--- src/hw/decd_regs.svh ---
`ifndef DECD_REGS_SVH
`define DECD_REGS_SVH

// ============================================================
// Register map of the plain software port.
`define DECD_ADDR_CTRL      2'h0
`define DECD_ADDR_STAT      2'h1
`define DECD_ADDR_LAST      2'h2
`define DECD_ADDR_COST      2'h3

`define DECD_CTRL_BRK       0
`define DECD_CTRL_THI       1
`define DECD_CTRL_TLO       2
`define DECD_STAT_ERR       0
`define DECD_STAT_BUSY      1

`define DECD_RST_BRK        1'h0
`define DECD_RST_THI        1'h1
`define DECD_RST_TLO        1'h1
`define DECD_RST_ERR        1'h0

// ============================================================
// Instruction byte function codes.
`define DECD_FN_JUMP        4'h0
`define DECD_FN_PFIX        4'h2
`define DECD_FN_NFIX        4'h6
`define DECD_FN_OPR         4'hF

// ============================================================
// Operation codes handled by this block.
`define DECD_OP_ZERO_BASED_INDEX_CHECK       16'h0013
`define DECD_OP_SETERR      16'h0010
`define DECD_OP_TESTERR     16'h0029
`define DECD_OP_ONE_BASED_COUNT_CHECK       16'h004D
`define DECD_OP_STOPERR     16'h0055
`define DECD_OP_CRCW        16'h0074
`define DECD_OP_CRCB        16'h0075
`define DECD_OP_BITCNT      16'h0076
`define DECD_OP_REVW        16'h0077
`define DECD_OP_REVN        16'h0078
`define DECD_OP_TDISH       16'h007A
`define DECD_OP_TDISL       16'h007B
`define DECD_OP_TENH        16'h007C
`define DECD_OP_TENL        16'h007D
`define DECD_OP_BREAK       16'h00B1
`define DECD_OP_CLRBRK      16'h00B2
`define DECD_OP_SETBRK      16'h00B3
`define DECD_OP_TESTBRK     16'h00B4

// ============================================================
// Execution costs in core clock cycles.
`define DECD_C_TESTERR_OK   17'h00002
`define DECD_C_TESTERR_ERR  17'h00003
`define DECD_C_STOPERR      17'h00002
`define DECD_C_ZERO_BASED_INDEX_CHECK        17'h00002
`define DECD_C_ONE_BASED_COUNT_CHECK        17'h00003
`define DECD_C_SETERR       17'h00001
`define DECD_C_J0           17'h00003
`define DECD_C_J0_BRK_HI    17'h0000B
`define DECD_C_J0_BRK_LO    17'h0000D
`define DECD_C_BREAK_HI     17'h00009
`define DECD_C_BREAK_LO     17'h0000B
`define DECD_C_BRKFLAG      17'h00001
`define DECD_C_TESTBRK      17'h00002
`define DECD_C_TDIS         17'h00001
`define DECD_C_TEN          17'h00006
`define DECD_C_CRCW         17'h00023
`define DECD_C_CRCB         17'h0000B
`define DECD_C_BITCNT_ADD   17'h00002
`define DECD_C_REVW         17'h00024
`define DECD_C_REVN_ADD     17'h00004

`endif

--- src/hw/decd_pkg.sv ---
package decd_pkg;

   // ============================================================
   // Sequencer states.
   typedef enum logic {
      s_idle,
      s_exec
   } decd_state_t;

endpackage

--- src/hw/decd_bits.sv ---
`timescale 1ns/100ps
`include "decd_regs.svh"

module decd_bits #(
   parameter int W  = 16,
   parameter int PW = $clog2(W + 1)
) (
   input  wire logic [W-1:0]  i_a,
   input  wire logic [W-1:0]  i_b,
   output logic      [PW-1:0] o_popcnt,
   output logic      [W-1:0]  o_rev_word,
   output logic      [W-1:0]  o_rev_nbits
);

   // ============================================================
   // Bit reversal is used for both the full and the partial forms.
   function automatic logic [W-1:0] rev(input logic [W-1:0] x);
      logic [W-1:0] r;
      r = '0;
      for (int i = 0; i < W; i++) begin
         r[i] = x[W-1-i];
      end
      return r;
   endfunction

   function automatic logic [PW-1:0] pop(input logic [W-1:0] x);
      logic [PW-1:0] n;
      n = '0;
      for (int i = 0; i < W; i++) begin
         n = n + PW'(x[i]);
      end
      return n;
   endfunction

   wire logic        n_big   = (i_a >= W[W-1:0]);
   wire logic [W-1:0] shamt  = W[W-1:0] - i_a;

   assign o_popcnt    = pop(i_a);
   assign o_rev_word  = rev(i_a);
   // Counts of the word width or more reverse the whole word.
   assign o_rev_nbits = n_big ? rev(i_b) : (rev(i_b) >> shamt);

endmodule // decd_bits

--- src/hw/decd_core.sv ---
// ============================================================
// Overview of operation
// - Test error pushes inverse, clears; 2/3 cycles.
// - Stop on error: 2 cycles, deschedules if set.
// - Zero-based index check: 2 cycles, flags range.
// - Breakpoint off: zero-offset jump costs 3 cycles.
// - Breakpoint on, high priority: 11 cycles.
// - Breakpoint on, low priority: 13 cycles.
// - Disarm breakpoint flag in 1 cycle.
// - Arm breakpoint flag in 1 cycle.
// - Query breakpoint flag, 2 cycles.
// - Disable high priority timer interrupt, 1 cycle.
// - Disable low priority timer interrupt, 1 cycle.
// - Enable high priority timer interrupt, 6 cycles.
// - Enable low priority timer interrupt, 6 cycles.
// - Word CRC step takes 35 cycles.
// - Byte CRC step takes 11 cycles.
// - Bit count costs set bits plus two.
// - Full word bit reversal, 36 cycles.
// - Reverse lowest n bits, n plus four.
// - Breakpoint off: jump is no-op, may deschedule.
// - Breakpoint never deschedules, keeps registers.
`timescale 1ns/100ps
`include "decd_regs.svh"

module decd_core
   import decd_pkg::*;
#(
   parameter int W  = 16,
   parameter int CW = 17
) (
   input  wire logic         i_clk,
   input  wire logic         i_rstn,
   input  wire logic         i_ce,
   input  wire logic         i_instr_valid,
   input  wire logic [7:0]   i_instr_byte,
   input  wire logic [W-1:0] i_areg,
   input  wire logic [W-1:0] i_breg,
   input  wire logic [W-1:0] i_creg,
   input  wire logic         i_high_pri,
   input  wire logic         i_slice_due,
   input  wire logic [1:0]   i_addr,
   input  wire logic [W-1:0] i_wdata,
   input  wire logic         i_wr,
   input  wire logic         i_rd,
   output logic              o_ready,
   output logic              o_done,
   output logic [W-1:0]      o_result,
   output logic              o_result_wr,
   output logic              o_other,
   output logic              o_desched,
   output logic              o_break,
   output logic              o_error,
   output logic              o_brk_en,
   output logic              o_timer_hi_en,
   output logic              o_timer_lo_en,
   output logic [W-1:0]      o_rdata
);

   localparam int PW = $clog2(W + 1);

   // ============================================================
   // State.
   decd_state_t    state_r,     state_nxt;
   logic [W-1:0]   oreg_r,      oreg_nxt;
   logic [W-1:0]   op_r,        op_nxt;
   logic           j0_r,        j0_nxt;
   logic [CW-1:0]  cnt_r,       cnt_nxt;
   logic [CW-1:0]  cost_r,      cost_nxt;
   logic [W-1:0]   pend_r,      pend_nxt;
   logic           fail_r,      fail_nxt;
   logic           ready_r,     ready_nxt;
   logic           done_r,      done_nxt;
   logic [W-1:0]   result_r,    result_nxt;
   logic           wr_r,        wr_nxt;
   logic           other_r,     other_nxt;
   logic           desched_r,   desched_nxt;
   logic           break_r,     break_nxt;
   logic           err_r,       err_nxt;
   logic           brk_r,       brk_nxt;
   logic           thi_r,       thi_nxt;
   logic           tlo_r,       tlo_nxt;
   logic [W-1:0]   rdata_r,     rdata_nxt;

   // ============================================================
   // Arithmetic units, fed straight from the operand inputs.
   logic [W-1:0]   crc_word;
   logic [W-1:0]   crc_byte;
   logic [PW-1:0]  popcnt;
   logic [W-1:0]   rev_word;
   logic [W-1:0]   rev_nbits;

   decd_crc #(.W(W)) u_crc (
      .i_data     (i_areg),
      .i_crc      (i_breg),
      .i_poly     (i_creg),
      .o_crc_word (crc_word),
      .o_crc_byte (crc_byte)
   );

   decd_bits #(.W(W), .PW(PW)) u_bits (
      .i_a         (i_areg),
      .i_b         (i_breg),
      .o_popcnt    (popcnt),
      .o_rev_word  (rev_word),
      .o_rev_nbits (rev_nbits)
   );

   // ============================================================
   // Decode of the incoming byte.
   wire logic [3:0]   fn       = i_instr_byte[7:4];
   wire logic [3:0]   dn       = i_instr_byte[3:0];
   wire logic [W-1:0] oper     = oreg_r | {{(W-4){1'b0}}, dn};
   wire logic         take     = (state_r == s_idle) && i_instr_valid;
   wire logic         is_j0    = (fn == `DECD_FN_JUMP) && (oper == '0);
   wire logic         is_opr   = (fn == `DECD_FN_OPR);
   wire logic [CW-1:0] popc_w  = CW'(popcnt);
   wire logic [CW-1:0] n_w     = CW'(i_areg);
   wire logic         csub_bad = (i_breg >= i_areg);
   wire logic         ccnt_bad = (i_breg == '0) || (i_breg > i_areg);
   wire logic         bus_err_clr = i_wr && (i_addr == `DECD_ADDR_STAT) &&
                                    i_wdata[`DECD_STAT_ERR];

   // ============================================================
   // Cost of an accepted operation; zero marks a code this block
   // does not execute, which is handed back to the rest of the core.
   function automatic logic [CW-1:0] op_cost(input logic [W-1:0] op,
                                             input logic         err,
                                             input logic         brk,
                                             input logic         hi);
      logic [CW-1:0] c;
      c = '0;
      unique case (op)
         `DECD_OP_TESTERR: c = err ? `DECD_C_TESTERR_ERR
                                   : `DECD_C_TESTERR_OK;
         `DECD_OP_STOPERR: c = `DECD_C_STOPERR;
         `DECD_OP_ZERO_BASED_INDEX_CHECK:   c = `DECD_C_ZERO_BASED_INDEX_CHECK;
         `DECD_OP_ONE_BASED_COUNT_CHECK:   c = `DECD_C_ONE_BASED_COUNT_CHECK;
         `DECD_OP_SETERR:  c = `DECD_C_SETERR;
         `DECD_OP_BREAK:   c = hi ? `DECD_C_BREAK_HI : `DECD_C_BREAK_LO;
         `DECD_OP_CLRBRK:  c = `DECD_C_BRKFLAG;
         `DECD_OP_SETBRK:  c = `DECD_C_BRKFLAG;
         `DECD_OP_TESTBRK: c = `DECD_C_TESTBRK;
         `DECD_OP_TDISH:   c = `DECD_C_TDIS;
         `DECD_OP_TDISL:   c = `DECD_C_TDIS;
         `DECD_OP_TENH:    c = `DECD_C_TEN;
         `DECD_OP_TENL:    c = `DECD_C_TEN;
         `DECD_OP_CRCW:    c = `DECD_C_CRCW;
         `DECD_OP_CRCB:    c = `DECD_C_CRCB;
         `DECD_OP_BITCNT:  c = popc_w + `DECD_C_BITCNT_ADD;
         `DECD_OP_REVW:    c = `DECD_C_REVW;
         `DECD_OP_REVN:    c = n_w + `DECD_C_REVN_ADD;
         default:          c = '0;
      endcase
      return c;
   endfunction

   wire logic [CW-1:0] j0_cost  = !brk_r     ? `DECD_C_J0 :
                                  i_high_pri ? `DECD_C_J0_BRK_HI :
                                               `DECD_C_J0_BRK_LO;
   wire logic [CW-1:0] opr_cost = op_cost(oper, err_r, brk_r, i_high_pri);
   wire logic [CW-1:0] acc_cost = is_j0 ? j0_cost : opr_cost;
   wire logic          acc_ours = is_j0 || (is_opr && (opr_cost != '0));

   // Result of the operation, computed at acceptance so that the
   // operand registers of the core may move on during execution.
   wire logic [W-1:0] acc_pend =
      (oper == `DECD_OP_CRCW)   ? crc_word  :
      (oper == `DECD_OP_CRCB)   ? crc_byte  :
      (oper == `DECD_OP_BITCNT) ? W'(popcnt) :
      (oper == `DECD_OP_REVW)   ? rev_word  :
      (oper == `DECD_OP_REVN)   ? rev_nbits : i_breg;

   wire logic acc_fail = (oper == `DECD_OP_ZERO_BASED_INDEX_CHECK) ? csub_bad :
                         (oper == `DECD_OP_ONE_BASED_COUNT_CHECK) ? ccnt_bad : 1'b0;

   wire logic [W-1:0] rd_mux =
      (i_addr == `DECD_ADDR_CTRL) ? W'({tlo_r, thi_r, brk_r}) :
      (i_addr == `DECD_ADDR_STAT) ? W'({~ready_r, err_r}) :
      (i_addr == `DECD_ADDR_LAST) ? op_r : cost_r[W-1:0];

   // ============================================================
   // Next-state logic.
   always_comb begin
      state_nxt   = state_r;
      oreg_nxt    = oreg_r;
      op_nxt      = op_r;
      j0_nxt      = j0_r;
      cnt_nxt     = cnt_r;
      cost_nxt    = cost_r;
      pend_nxt    = pend_r;
      fail_nxt    = fail_r;
      ready_nxt   = ready_r;
      done_nxt    = 1'b0;
      result_nxt  = result_r;
      wr_nxt      = 1'b0;
      other_nxt   = 1'b0;
      desched_nxt = 1'b0;
      break_nxt   = 1'b0;
      err_nxt     = err_r;
      brk_nxt     = brk_r;
      thi_nxt     = thi_r;
      tlo_nxt     = tlo_r;
      rdata_nxt   = i_rd ? rd_mux : '0;

      // Software writes come first so that an instruction finishing
      // in the same cycle overrides them.
      if (i_wr && (i_addr == `DECD_ADDR_CTRL)) begin
         brk_nxt = i_wdata[`DECD_CTRL_BRK];
         thi_nxt = i_wdata[`DECD_CTRL_THI];
         tlo_nxt = i_wdata[`DECD_CTRL_TLO];
      end
      if (bus_err_clr) begin
         err_nxt = 1'b0;
      end

      unique case (state_r)
         s_idle: begin
            if (take) begin
               if (fn == `DECD_FN_PFIX) begin
                  oreg_nxt = oper << 4;
               end else if (fn == `DECD_FN_NFIX) begin
                  oreg_nxt = (~oper) << 4;
               end else if (acc_ours) begin
                  oreg_nxt  = '0;
                  op_nxt    = oper;
                  j0_nxt    = is_j0;
                  cost_nxt  = acc_cost;
                  cnt_nxt   = acc_cost - CW'(1);
                  pend_nxt  = acc_pend;
                  fail_nxt  = acc_fail;
                  state_nxt = s_exec;
                  ready_nxt = 1'b0;
               end else begin
                  // Not executed here: the built operand goes back out.
                  oreg_nxt   = '0;
                  result_nxt = oper;
                  other_nxt  = 1'b1;
               end
            end
         end
         s_exec: begin
            if (cnt_r != '0) begin
               cnt_nxt = cnt_r - CW'(1);
            end else begin
               state_nxt = s_idle;
               ready_nxt = 1'b1;
               done_nxt  = 1'b1;
               if (j0_r) begin
                  if (brk_r) begin
                     break_nxt = 1'b1;
                  end else begin
                     desched_nxt = i_slice_due;
                  end
               end else begin
                  unique case (op_r)
                     `DECD_OP_TESTERR: begin
                        result_nxt = W'(~err_r);
                        wr_nxt     = 1'b1;
                        err_nxt    = 1'b0;
                     end
                     `DECD_OP_STOPERR: desched_nxt = err_r;
                     `DECD_OP_ZERO_BASED_INDEX_CHECK, `DECD_OP_ONE_BASED_COUNT_CHECK: begin
                        result_nxt = pend_r;
                        wr_nxt     = 1'b1;
                     end
                     `DECD_OP_BREAK:   break_nxt = 1'b1;
                     `DECD_OP_CLRBRK:  brk_nxt   = 1'b0;
                     `DECD_OP_SETBRK:  brk_nxt   = 1'b1;
                     `DECD_OP_TESTBRK: begin
                        result_nxt = W'(brk_r);
                        wr_nxt     = 1'b1;
                     end
                     `DECD_OP_TDISH:   thi_nxt = 1'b0;
                     `DECD_OP_TDISL:   tlo_nxt = 1'b0;
                     `DECD_OP_TENH:    thi_nxt = 1'b1;
                     `DECD_OP_TENL:    tlo_nxt = 1'b1;
                     `DECD_OP_CRCW, `DECD_OP_CRCB, `DECD_OP_BITCNT,
                     `DECD_OP_REVW, `DECD_OP_REVN: begin
                        result_nxt = pend_r;
                        wr_nxt     = 1'b1;
                     end
                     default: ;
                  endcase
                  // A range fault or an explicit set beats any clear.
                  if ((fail_r && ((op_r == `DECD_OP_ZERO_BASED_INDEX_CHECK) ||
                                  (op_r == `DECD_OP_ONE_BASED_COUNT_CHECK))) ||
                      (op_r == `DECD_OP_SETERR)) begin
                     err_nxt = 1'b1;
                  end
               end
            end
         end
      endcase
   end

   // ============================================================
   // Registers. The clock enable freezes every flop, pulses included.
   always_ff @(posedge i_clk) begin
      if (!i_rstn) begin
         state_r   <= s_idle;
         oreg_r    <= '0;
         op_r      <= '0;
         j0_r      <= 1'b0;
         cnt_r     <= '0;
         cost_r    <= '0;
         pend_r    <= '0;
         fail_r    <= 1'b0;
         ready_r   <= 1'b1;
         done_r    <= 1'b0;
         result_r  <= '0;
         wr_r      <= 1'b0;
         other_r   <= 1'b0;
         desched_r <= 1'b0;
         break_r   <= 1'b0;
         err_r     <= `DECD_RST_ERR;
         brk_r     <= `DECD_RST_BRK;
         thi_r     <= `DECD_RST_THI;
         tlo_r     <= `DECD_RST_TLO;
         rdata_r   <= '0;
      end else if (i_ce) begin
         state_r   <= state_nxt;
         oreg_r    <= oreg_nxt;
         op_r      <= op_nxt;
         j0_r      <= j0_nxt;
         cnt_r     <= cnt_nxt;
         cost_r    <= cost_nxt;
         pend_r    <= pend_nxt;
         fail_r    <= fail_nxt;
         ready_r   <= ready_nxt;
         done_r    <= done_nxt;
         result_r  <= result_nxt;
         wr_r      <= wr_nxt;
         other_r   <= other_nxt;
         desched_r <= desched_nxt;
         break_r   <= break_nxt;
         err_r     <= err_nxt;
         brk_r     <= brk_nxt;
         thi_r     <= thi_nxt;
         tlo_r     <= tlo_nxt;
         rdata_r   <= rdata_nxt;
      end
   end

   // ============================================================
   // Outputs, each straight from a flop.
   assign o_ready       = ready_r;
   assign o_done        = done_r;
   assign o_result      = result_r;
   assign o_result_wr   = wr_r;
   assign o_other       = other_r;
   assign o_desched     = desched_r;
   assign o_break       = break_r;
   assign o_error       = err_r;
   assign o_brk_en      = brk_r;
   assign o_timer_hi_en = thi_r;
   assign o_timer_lo_en = tlo_r;
   assign o_rdata       = rdata_r;

endmodule // decd_core

--- src/hw/decd_crc.sv ---
`timescale 1ns/100ps
`include "decd_regs.svh"

module decd_crc #(
   parameter int W = 16
) (
   input  wire logic [W-1:0] i_data,
   input  wire logic [W-1:0] i_crc,
   input  wire logic [W-1:0] i_poly,
   output logic      [W-1:0] o_crc_word,
   output logic      [W-1:0] o_crc_byte
);

   // ============================================================
   // One CRC step per data bit, most significant bit first.
   function automatic logic [W-1:0] crc_steps(input logic [W-1:0] crc,
                                              input logic [W-1:0] data,
                                              input logic [W-1:0] poly,
                                              input int           nbits);
      logic [W-1:0] c;
      logic         msb;
      c = crc;
      for (int i = 0; i < W; i++) begin
         if (i < nbits) begin
            msb = c[W-1];
            c   = {c[W-2:0], data[W-1-i]};
            if (msb) begin
               c = c ^ poly;
            end
         end
      end
      return c;
   endfunction

   // The byte form consumes the top byte of the data word.
   assign o_crc_word = crc_steps(i_crc, i_data, i_poly, W);
   assign o_crc_byte = crc_steps(i_crc, i_data, i_poly, 8);

endmodule // decd_crc

--- config.mk ---
export PLATFORM = sky130hd
export DESIGN_NAME = decd_core
export DESIGN_NICKNAME = d
export VERILOG_FILES = /design/src/hw/decd_pkg.sv /design/src/hw/decd_bits.sv /design/src/hw/decd_core.sv /design/src/hw/decd_crc.sv
export VERILOG_INCLUDE_DIRS = /design/src /design/src/hw
export SDC_FILE = /design/constraint.sdc
export NUM_CORES = 1
export LEC_CHECK = 0
export ABC_AREA = 1
export ABC_CLOCK_PERIOD_IN_PS = 9850
export BUFFER_PORTS_ARGS = -buffer_cell sky130_fd_sc_hd__buf_4
export CORE_MARGIN = 3
export CORE_UTILIZATION = 35
export CTS_BUF_LIST = sky130_fd_sc_hd__clkbuf_8 sky130_fd_sc_hd__clkbuf_16
export CTS_CLUSTER_SIZE = 8
export DETAILED_ROUTE_END_ITERATION = 12
export GPL_TIMING_DRIVEN = 0
export RECOVER_POWER = 100
export SLEW_MARGIN = 20
export SYNTH_ARGS = -nofsm -noshare
export SYNTH_HDL_FRONTEND = slang
export SYNTH_SLANG_ARGS = --single-unit
--- constraint.sdc ---
create_clock -name i_clk -period 9.85 [get_ports i_clk]
set_input_delay 0.4925 -clock i_clk [delete_from_list [all_inputs] [get_ports i_clk]]
set_output_delay 0.4925 -clock i_clk [all_outputs]
set_load 0.02 [all_outputs]
-- After elaboration in Yosys (flattened, before gate mapping)
Cells that the tools add are included.
- logic and storage cells: 248
- input bits: 82
- output and inout bits: 42
- bits in registers: 126
- add/subtract/negate cells: 20
- reductions and logical operators: 27
- shifts and indexed selects: 1
- equality and inequality tests: 50
- mux-type cells: 104
- bitwise operators: 23
- order comparisons: 3
- operator list (cell ; count):
    two-way mux 16 bit ; 34
    == test 16 x 7 -> 1 bit (second input constant) ; 22
    XOR 16 bit ; 16
    one-hot mux 17 bit (11 select lines) ; 1
    == test 16 x 8 -> 1 bit (second input constant) ; 8
    two-way mux 17 bit ; 6
    adder 5 x 1 -> 5 bit ; 14
    == test 16 x 5 -> 1 bit (second input constant) ; 4
    two-way mux 1 bit ; 52
    one-hot mux 16 bit (3 select lines) ; 1
    one-hot mux 17 bit (2 select lines) ; 1
    nonzero test 17 bit ; 2
    subtractor 17 x 1 -> 17 bit (second input constant) ; 2
    == test 16 x 6 -> 1 bit (second input constant) ; 2
    logical NOT 16 bit ; 2
    one-hot mux 16 bit (2 select lines) ; 1
    AND reduction 6 bit ; 3
    adder 16 x 3 -> 17 bit (second input constant) ; 1
    >= comparator 16 bit ; 1
    >= comparator 16 x 5 -> 1 bit (second input constant) ; 1
    > comparator 16 bit ; 1
    inverter 1 -> 16 bit ; 1
    bitwise OR 16 x 4 -> 16 bit ; 1
    right shift 16 x 16 -> 16 bit ; 1
    other kinds (28) ; 50

-- Depth between registers and ports, before layout
Gate-level depths: netlist of run 1.
- depth after elaboration: 33
- mapped depth: 55
- mapped depth without buffers: 50

-- By module
From an unflattened synthesis of run 1, not the netlist that was laid out.
- cell total of the unflattened synthesis: 2776
- area, all modules: 15746.4 sq um
- modules (own cells, without submodules) (module ; times used ; seq. area each (sq um) ; area an instance (sq um) ; cells an instance):
    decd_core ; 1 ; 2442.3 ; 9027.4 ; 1519
    decd_crc ; 1 ; 0.0 ; 4725.8 ; 871
    decd_bits ; 1 ; 0.0 ; 1993.2 ; 386

-- Worst setup path before layout of run 1
No wires, ideal clock.
- kind: input to register
- start: input port i_areg[0]
- end: register cnt_r[16]
- cell stages on the path: 42
- setup time: 86 ps
- required time: 9764 ps
- path buffers: 4
- arrival: 7749 ps
- setup slack: 2015 ps
- cell sequence: clkbuf_1 > inv_1 > clkbuf_1 > buf_1 > ha_1 > inv_1 > buf_1 > fa_1 > fa_1 > fa_1 > fa_1 > fa_1 > fa_1 > inv_1 > ha_1 > or2_2 > nand3_1 > o2111ai_1 > [6 not listed] > nor3_1 > nand2_1 > or2_2 > nor2_1 > nand2_1 > nor2_1 > inv_1 > nor2_1 > inv_1 > nor3_1 > inv_1 > nor2_1 > inv_1 > nor2_1 > nand2_1 > o21ai_0 > a21oi_1 > a211oi_1
- longest elaborated chain between the ends: 24
- elaborated cells on any way between the ends: 30
- those cells by class: 18 x add/sub; 1 x eq/ne; 7 x mux; 4 x reduce/logical
- ends and longest elaborated chain (what ; line ; text):
    start: declaration ; decd_core.sv:37 ; input wire logic [W-1:0] i_areg,
    adder 1 x 1 -> 2 bit ; decd_bits.sv:30 ; n = n + PW'(x[i]);
    adder 5 x 1 -> 5 bit (14 in series) ; decd_bits.sv:30 ;
    adder 5 x 2 -> 6 bit (no line) ; -- ;
    one-hot mux 17 bit (11 select lines) * ; decd_core.sv:133 ; unique case (op)
    two-way mux 17 bit ; decd_core.sv:162 ; wire logic [CW-1:0] acc_cost = is_j0 ? j0_cost : opr_cost;
    subtractor 17 x 1 -> 17 bit ; decd_core.sv:229 ; cnt_nxt = acc_cost - CW'(1);
    two-way mux 17 bit ; decd_core.sv:224 ; end else if (acc_ours) begin
    two-way mux 17 bit ; decd_core.sv:222 ; end else if (fn == `DECD_FN_NFIX) begin
    two-way mux 17 bit ; decd_core.sv:220 ; if (fn == `DECD_FN_PFIX) begin
    two-way mux 17 bit ; decd_core.sv:219 ; if (take) begin
    one-hot mux 17 bit (2 select lines) ; decd_core.sv:217 ; unique case (state_r)
    end signal: assignment ; decd_core.sv:326 ; cnt_r <= cnt_nxt;
    end: declaration ; decd_core.sv:68 ; logic [CW-1:0] cnt_r, cnt_nxt;
Every way passes the cells marked *; elsewhere a longest branch is shown, timed or not. The select of a mux whose other input is x is not followed.
A chain may end at the register's enable or synchronous reset.

-- Worst setup path in the final report of run 1
Ends and elaborated chain as after synthesis.

==> out/metrics.cfg, run 1 <==
[clock_tree]
insertion_delay_ns=0.42
cts_sinks=122
htreeDepth=4
clock_path_buffers=2
clkTransAtPathRegs_ns=0.06
cts_tree=yes
cts-root-buf=clkbuf_16
numCtsBuffers=17
cts_setup_buffers=0

[setup_path]
arrival_ns=9.46
cp_slowest_cell=clkbuf_1
cpMostUsedCell=inv_1
max_stage_delay_ns=0.55
endpoint_kind=register
crit_path_max_fanout=10
worstPathRequired_ns=10.18
startpoint_type=primary input
critPathKind=primary input to register

[grt]
antenna_found_initial=3
overflow=0
grtUsageTotal=0.255
grt_pass1_wl_mm=89.1
grt_max_degree=17
first_global_vias=15700

[die]
ios=124
start_util=0.358
die-area_sq_um=43500
dieWidth_um=209
row_count=73
core_sq_um=40100
dieHeight_um=209

[sta]
maxSlewHeadroom=0.384
setup_tns_ns=0
hold_viol_final=0
finalWorstSetupSlack_ns=0.729
fmax_ghz=0.110
drv_slew=0
fin_skew_ns=0.0113
period_share=0.926
worst_slew_pin_slew_ns=0.916
setup_viol=0
period_needed_ns=9.12
rsz0062_at_grt=false

[place]
gp_congestion=1.00
dpl.hpwl_mm=46.4
place_ws_ns=0.102
placedCellCount=3144
port_buffers=89

[cells_and_area]
fin_nets=2758
drive_above_1_share=0.0656
n_fill_cell=4439
diodes=0
areaGrowthSynthToFinish_pct=12.0
fin_util=0.401
final_cells=3176

[pwr]
power_uw=5070
p_seq_frac=0.101
p_per_area_nw_per_um2=315
switching_power_uw=2890
power_leakage_uw=0.00747
combPwrFrac=0.783
power.internal_uw=2190
worst_ir_drop_vdd_mv=0.267
p_clk_frac=0.116
p_sw_frac=0.569

[routing]
drt_pass1_iterations=6
vias=17200
ant_nets=0
drtIter0Drc=1777
wire_per_inst_um=18.1
drt_wl_total_mm=57.5
drcViolationCount=0
via_per_inst=5.41

[logic_synthesis]
synth_cells=2530
synth_top_cells_by_area=nand2_1 19%, dfxtp_1 17%, inv_1 8.4%
yosys_warnings=0
ys.flop_type=dfxtp_1
synth_nets=2650
synthArstFlopShare=0
avgSynthCellArea_sq_um=5.68
synth_seq_cells=122
netlist.area_leader.share=0.185
synth_cell_type_count=55
synth_area_sq_um=14400
ys_seq_area_frac=0.170
synth_area_leader_cell=nand2_1
synth-edff-count=0

[run]
max_cap_violations=0

[status]
status=complete, no violations

[min_path]
hp-class=primary input to register

layout by cell type (no fill, tap or decap), types with 9 or more instances in the layout:
cell type	count
nand2_1	709
inv_1	321
nor2_1	229
nand3_1	223
o21ai_0	181
a21oi_1	134
clkbuf_1	133
dfxtp_1	122
xnor2_1	69
xor2_1	66
buf_4	53
o211ai_1	49
nand4_1	40
ha_1	28
nor3_1	27
nor4_1	24
buf_2	22
nand2_2	19
clkbuf_16	17
o22ai_1	16
o221ai_1	14
buf_1	13
fa_1	10
buf_6	9
path summary, 6_finish.rpt:
path	from	cells after the start	slack [ns]	end
worst min-delay path	i_instr_byte[2]	3	0.40	op_r[2]$_SDFFE_PN0P_
worst min register to register	op_r[11]$_SDFFE_PN0P_	2	0.46	op_r[11]$_SDFFE_PN0P_
worst max register to register	oreg_r[8]$_SDFFE_PN0P_	21	4.58	pend_r[14]$_SDFFE_PN0P_
worst max-delay path	i_areg[0]	39	0.73	cnt_r[16]$_SDFFE_PN0P_
worst max-delay path, delay by kind of cell:
family | cells | cell delay [ns]
buffers and inverters | 12 | 2.35
and+or+nand+nor | 12 | 1.36
AOI/OAI and AO/OA | 7 | 1.59
adders and majority gates | 8 | 3.62
kinds of logic after synthesis:
kind of cell / share of synthesized area
compound gates: 0.180
xor+xnor: 0.0834
fa+ha+maj: 0.0383
buf+inv: 0.134
flops: 0.170
mux: 0.00209
simple gates: 0.393
metrics by stage:
stage	hold slack (ns)	instance area [sq um]
finish	0.401	16100
global route	0.397	16100
CTS	0.391	16200
detailed placement	0.451	15700
global placement	0.447	15700
floorplan	0.436	14400
state kept, by name, indices dropped and copies added, names as in the netlist:
register / flops
o_result: 16
o_ready: 1
o_timer_lo_en: 1
cnt_r: 17
pend_r: 16
cost_r: 16
state_r: 1
o_error: 1
oreg_r: 12
o_break: 1
o_timer_hi_en: 1
o_result_wr: 1
j0_r: 1
o_done: 1
op_r: 16
o_brk_en: 1
o_desched: 1
fail_r: 1
o_rdata: 16
o_other: 1
cell usage after synthesis (all sizes together) (2+ instances only):
cell     number
a21o          2
mux2i         3
o2111ai       6
nor4         25
o31ai         5
nand2       734
o211ai       49
a21oi       134
o41ai         2
a32o          2
buf          53
ha           28
a221oi        8
fa           10
o21ai       183
nand4        40
or2           4
nor3b         2
or4           2
a31oi         8
clkbuf       90
xor2         66
a211oi        6
nor3         27
xnor2        70
o21bai        2
nor2        234
a2111oi       3
nand3       235
o221ai       14
inv         328
o22ai        16
dfxtp       122
clkinv        8
power by group through the flow:
stage                     clock network, uW  registers, uW  logic [uW]
final                                   588            512        3970
after global routing                    616            513        4500
after global placement                    0            522        3850
after CTS                               592            512        3930
after floorplan                           0            527        3080
after detailed placement                  0            522        3910
routing by layer:
metal | vias up | share of wire | GRT usage
met3 | 87 | 0.073 | 0.0258
met5 | - | 0.00071 | 0
met4 | 6 | 0.022 | 0.0667
met1 | 7953 | 0.46 | 0.366
met2 | 692 | 0.45 | 0.409
li1 | 8430 | - | -
what timing repair did:
item / 4_1_cts / 5_1_grt
gates resized for setup: 0 / 2
setup endpoints to repair: 0 / 1
hold buffers: 0 / 0
final cells by class:
| type | count | area, sq um | share of cell area |
|---|---|---|---|
| timing repair buffer | 89 | 510 | 0.0317 |
| multi-input combinational | 1929 | 10000 | 0.622 |
| clock inverter | 15 | 119 | 0.00739 |
| clock buffer | 17 | 425 | 0.0264 |
| tap | 525 | 657 | 0.0408 |
| inverter | 336 | 1260 | 0.0784 |
| sequential | 122 | 2440 | 0.152 |
| buffer | 143 | 659 | 0.0410 |
(Power assumes the default switching activity.)
==> run 2, diff against run 1 <==
--- a/config.mk
+++ b/config.mk
@@ -9,9 +9,9 @@
 export ABC_AREA = 1
 export ABC_CLOCK_PERIOD_IN_PS = 9850
 export BUFFER_PORTS_ARGS = -buffer_cell sky130_fd_sc_hd__buf_4
-export CORE_MARGIN = 3
+export CAP_MARGIN = 20
 export CORE_UTILIZATION = 35
-export CTS_BUF_LIST = sky130_fd_sc_hd__clkbuf_8 sky130_fd_sc_hd__clkbuf_16
+export CTS_BUF_LIST = sky130_fd_sc_hd__clkbuf_8
 export CTS_CLUSTER_SIZE = 8
 export DETAILED_ROUTE_END_ITERATION = 12
 export GPL_TIMING_DRIVEN = 0
==> out/metrics.cfg, run 2 (synthesized netlist as in run 1, its figures left out) <==
[clock_tree]
insertion_delay_ns=0.45
cts_tree=yes
htreeDepth=4
cts_hold_buf=0
cts-root-buf=clkbuf_8
cts_setup_buffers=0
cts_sinks=122
clkTransAtPathRegs_ns=0.09
cts_resized=0
numCtsBuffers=17
clock_path_buffers=2

[grt]
first_global_vias=15200
grt_pass1_wl_mm=84.1
grt_max_degree=17
antenna_found_initial=2
overflow=0
grtUsageTotal=0.255

[min_path]
min-delay-start=i_instr_byte[2]
worstHoldPathCells=3
hold_end=op_r[2]$_SDFFE_PN0P_
hp-class=primary input to register

[setup_path]
rr_endpoint=cnt_r[16]$_SDFFE_PN0P_
reg2regPathDepth=31
crit_path_max_fanout=10
endpoint_kind=register
arrival_ns=9.64
rr_startpoint=oreg_r[11]$_SDFFE_PN0P_
startpoint_type=primary input
startpoint=i_areg[0]
cp_slowest_cell=a2111oi_0
cpMostUsedCell=inv_1
critPathKind=primary input to register
worstPathRequired_ns=10.22
max_stage_delay_ns=0.64
r2r_setup_slack_ns=4.42

[die]
die-area_sq_um=41900
row_count=73
core_sq_um=40100
dieHeight_um=205
ios=124
dieWidth_um=205
start_util=0.358

[sta]
setup_tns_ns=0
rsz0062_at_grt=false
drv_slew=0
hold_viol_final=0
maxSlewHeadroom=0.438
setup_viol=0
period_share=0.942
fin_skew_ns=0.0192
finalWorstSetupSlack_ns=0.575
period_needed_ns=9.27
fmax_ghz=0.108
worst_slew_pin_slew_ns=0.836

[cells_and_area]
ff_latch_area_sq_um=2440
final_cell_mix=709 x nand2_1, 321 x inv_1, 229 x nor2_1
n_fill_cell=4387
drive_above_1_share=0.0645
fin_nets=2758
multiInputGateArea_sq_um=10000
areaGrowthSynthToFinish_pct=11.0
regMostFlops=cnt_r
largest_reg_flops=17
final_common_cell=nand2_1

[place]
dpl.hpwl_mm=43.9
place_ws_ns=0.274
port_buffers=89
gp_congestion=1.01

[routing]
drtIter0Drc=1806
drt_pass1_iterations=6
drt_wl_total_mm=53.9
vias=16900
wire_per_inst_um=17.0
via_per_inst=5.32
ant_nets=0
drcViolationCount=0

[pwr]
power_leakage_uw=0.00739
p_per_area_nw_per_um2=307
worst_ir_drop_vdd_mv=0.260

[run]
max_cap_violations=0

[status]
status=complete, no violations

run 2: cell count changes in the layout (fill, tap and decap cells not counted), sizes merged:
cell,previous run,this run
buf,97,92
inv,334,336
clkbuf,152,157
clkinv,16,15
clkinvlp,1,0
diode,0,1
run 2: how the worst max path moves through the flow:
stage | slack (ns) | cells past startpoint | to
6_report | 0.58 | 39 | cnt_r[16]$_SDFFE_PN0P_
5_1_grt | 0.10 | 39 | cnt_r[16]$_SDFFE_PN0P_
4_1_cts | 0.73 | 39 | cnt_r[16]$_SDFFE_PN0P_
3_5_place_dp | 0.27 | 39 | cnt_r[16]$_SDFFE_PN0P_
3_3_place_gp | 0.35 | 39 | cnt_r[16]$_SDFFE_PN0P_
2_1_floorplan | 2.02 | 42 | cnt_r[16]$_SDFFE_PN0P_
run 2: final cells by class:
cell class | count | share of cell area
antenna | 1 | 0.000157
buffer | 143 | 0.0413
clock buffer | 17 | 0.0147
clock inverter | 15 | 0.0111
inverter | 336 | 0.0791
multi-input combinational | 1929 | 0.628
sequential | 122 | 0.153
tap | 525 | 0.0412
timing repair buffer | 89 | 0.0315
run 2: per-stage QoR:
step	cell area (sq um)	hold WS, ns	power (uW)	std cells	utilization
2_1_floorplan	14400	0.436	3600	2530	-
3_3_place_gp	15700	0.443	4350	3144	0.391
3_5_place_dp	15700	0.450	4420	3144	0.391
4_1_cts	16100	0.358	4890	3176	0.402
5_1_grt	15900	0.371	5430	3177	0.398
6_report	15900	0.377	4900	3177	0.398
run 2: per-layer routing:
metal,track usage,up-vias,part of all wire
li1,-,8444,-
met1,0.363,7636,0.46
met2,0.395,732,0.43
met3,0.0366,93,0.082
met4,0.0752,2,0.028
met5,0,-,0.00015
run 2: critical path, delay by kind of cell:
family / cells / cell delay [ns]
AOI/OAI and AO/OA: 7 / 1.76
buffers and inverters: 12 / 2.39
and+or+nand+nor: 12 / 1.38
adders and majority gates: 8 / 3.62
run 2: report_power, final:
part	switching [uW]	internal [uW]
clock	259	194
sequential	8.91	502
combinational	2580	1360
==> run 3, diff against run 2 <==
--- a/config.mk
+++ b/config.mk
@@ -10,11 +10,14 @@
 export ABC_CLOCK_PERIOD_IN_PS = 9850
 export BUFFER_PORTS_ARGS = -buffer_cell sky130_fd_sc_hd__buf_4
 export CAP_MARGIN = 20
-export CORE_UTILIZATION = 35
+export CELL_PAD_IN_SITES_DETAIL_PLACEMENT = 1
+export CELL_PAD_IN_SITES_GLOBAL_PLACEMENT = 2
+export CORE_UTILIZATION = 33
 export CTS_BUF_LIST = sky130_fd_sc_hd__clkbuf_8
 export CTS_CLUSTER_SIZE = 8
 export DETAILED_ROUTE_END_ITERATION = 12
 export GPL_TIMING_DRIVEN = 0
+export PLACE_DENSITY_LB_ADDON = 0.1
 export RECOVER_POWER = 100
 export SLEW_MARGIN = 20
 export SYNTH_ARGS = -nofsm -noshare
==> out/metrics.cfg, run 3 (synthesized netlist as in run 1, its figures left out) <==
[setup_path]
startpoint=i_areg[0]
rr_startpoint=oreg_r[11]$_SDFFE_PN0P_
cp_slowest_cell=fa_1
startpoint_type=primary input
critPathKind=primary input to register
crit_path_max_fanout=10
r2r_setup_slack_ns=4.30
rr_endpoint=cnt_r[16]$_SDFFE_PN0P_
endpoint_kind=register
arrival_ns=9.56
worstPathRequired_ns=10.23
max_stage_delay_ns=0.56
cpMostUsedCell=inv_1
reg2regPathDepth=31

[cells_and_area]
postLayoutCellArea_sq_um=16000
ff_latch_area_sq_um=2440
fin_util=0.372
fin_nets=2758
final_common_cell=nand2_1
drive_above_1_share=0.0645
diodes=0
final_cell_mix=709 x nand2_1, 323 x inv_1, 229 x nor2_1
multiInputGateArea_sq_um=10000
n_fill_cell=6015
regMostFlops=cnt_r
largest_reg_flops=17
areaGrowthSynthToFinish_pct=11.2

[sta]
fin_skew_ns=0.0152
maxSlewHeadroom=0.311
period_share=0.932
worst_slew_pin_slew_ns=1.02
drv_slew=0
rsz0062_at_grt=false
hold_viol_final=0
period_needed_ns=9.18
fmax_ghz=0.109
setup_viol=0

[routing]
drcViolationCount=0
vias=17200
ant_nets=0
drt_pass1_iterations=5
wire_per_inst_um=19.8
via_per_inst=5.32
drt_wl_total_mm=64.1
drtIter0Drc=1256

[die]
dieHeight_um=211
core_sq_um=43000
ios=124
die-area_sq_um=44400
start_util=0.334
row_count=76
dieWidth_um=211

[place]
gp_congestion=0.932
placed_area_sq_um=15800
port_buffers=89
dpl.hpwl_mm=53.2

[grt]
first_global_vias=16300
grt_max_degree=17
grt_util_met2=0.441
grtUsageTotal=0.286
overflow=0
antenna_found_initial=0
gr-usage-met3=0.0440
grt_pass1_wl_mm=97.5
met1_usage=0.423
grt_busiest_layer=met2

[pwr]
combPwrFrac=0.819
p_clk_frac=0.082
power.internal_uw=2060
power_leakage_uw=0.00737
worst_ir_drop_vdd_mv=0.332
p_per_area_nw_per_um2=322
switching_power_uw=3080
p_sw_frac=0.599
p_seq_frac=0.099

[min_path]
min-delay-start=i_slice_due
hold_end=o_desched$_SDFFE_PN0P_
hp-class=primary input to register
worstHoldPathCells=3

[clock_tree]
numCtsBuffers=17
cts_resized=0
insertion_delay_ns=0.47
clkTransAtPathRegs_ns=0.08
cts-root-buf=clkbuf_8
cts_tree=yes
cts_sinks=122
cts_setup_buffers=0
htreeDepth=4
clock_path_buffers=2
cts_hold_buf=0

[status]
status=complete, no violations

[run]
max_cap_violations=0

## run 3: cell types whose count changed in the layout (fill, tap and decap cells not counted), moves of 2 or more
cell,change
clkbuf_1,-3
clkinv_2,+4
clkinv_4,-2
clkinv_8,-5
clkinvlp_4,+4
inv_1,+2
inv_6,-3
inv_8,-3
## run 3: worst max-delay path by stage
stage | cells past startpoint | end | slack, ns
2_1_floorplan | 42 | cnt_r[16]$_SDFFE_PN0P_ | 2.02
3_3_place_gp | 39 | cnt_r[16]$_SDFFE_PN0P_ | 0.14
3_5_place_dp | 39 | cnt_r[16]$_SDFFE_PN0P_ | -0.06
4_1_cts | 39 | cnt_r[16]$_SDFFE_PN0P_ | 0.44
5_1_grt | 39 | cnt_r[16]$_SDFFE_PN0P_ | 0.08
6_report | 39 | cnt_r[16]$_SDFFE_PN0P_ | 0.67
## run 3: metal layers
| layer | part of all wire | wire [um] | up-vias |
|---|---|---|---|
| li1 | - | - | 8442 |
| met1 | 0.51 | 32500 | 8302 |
| met2 | 0.43 | 27600 | 414 |
| met3 | 0.051 | 3250 | 43 |
| met4 | 0.013 | 805 | 0 |
| met5 | 0 | 0 | - |
## run 3: metrics by stage
stage | instances | setup TNS, ns | setup WS, ns | hold WS [ns] | power (uW)
6_report | 3235 | 0 | 0.672 | 0.374 | 5140
3_5_place_dp | 3204 | -0.0605 | -0.0605 | 0.455 | 4690
2_1_floorplan | 2530 | 0 | 2.02 | 0.436 | 3600
4_1_cts | 3235 | 0 | 0.443 | 0.338 | 5120
3_3_place_gp | 3204 | 0 | 0.145 | 0.446 | 4550
5_1_grt | 3235 | 0 | 0.0835 | 0.344 | 5660
## run 3: layout make-up
class,instances,share of cell area
flip-flops and latches,122,0.153
clock inverters,13,0.00658
well taps,585,0.0458
repair buffers,89,0.0320
plain buffers,143,0.0413
multi-input cells,1929,0.627
clock buffers,18,0.0155
inverters,336,0.0790
## run 3: worst max-delay path, delay by kind of cell
family / cells / cell delay (ns)
adders and majority gates: 8 / 3.59
buffers and inverters: 12 / 2.30
AOI/OAI and AO/OA: 7 / 1.74
and+or+nand+nor: 12 / 1.42
## run 3: power groups by stage
stage | registers (uW) | logic [uW] | clock network [uW]
final | 511 | 4210 | 422
after global placement | 522 | 4030 | 0
after floorplan | 527 | 3080 | 0
after CTS | 511 | 4180 | 431
after detailed placement | 522 | 4160 | 0
after global routing | 512 | 4690 | 457
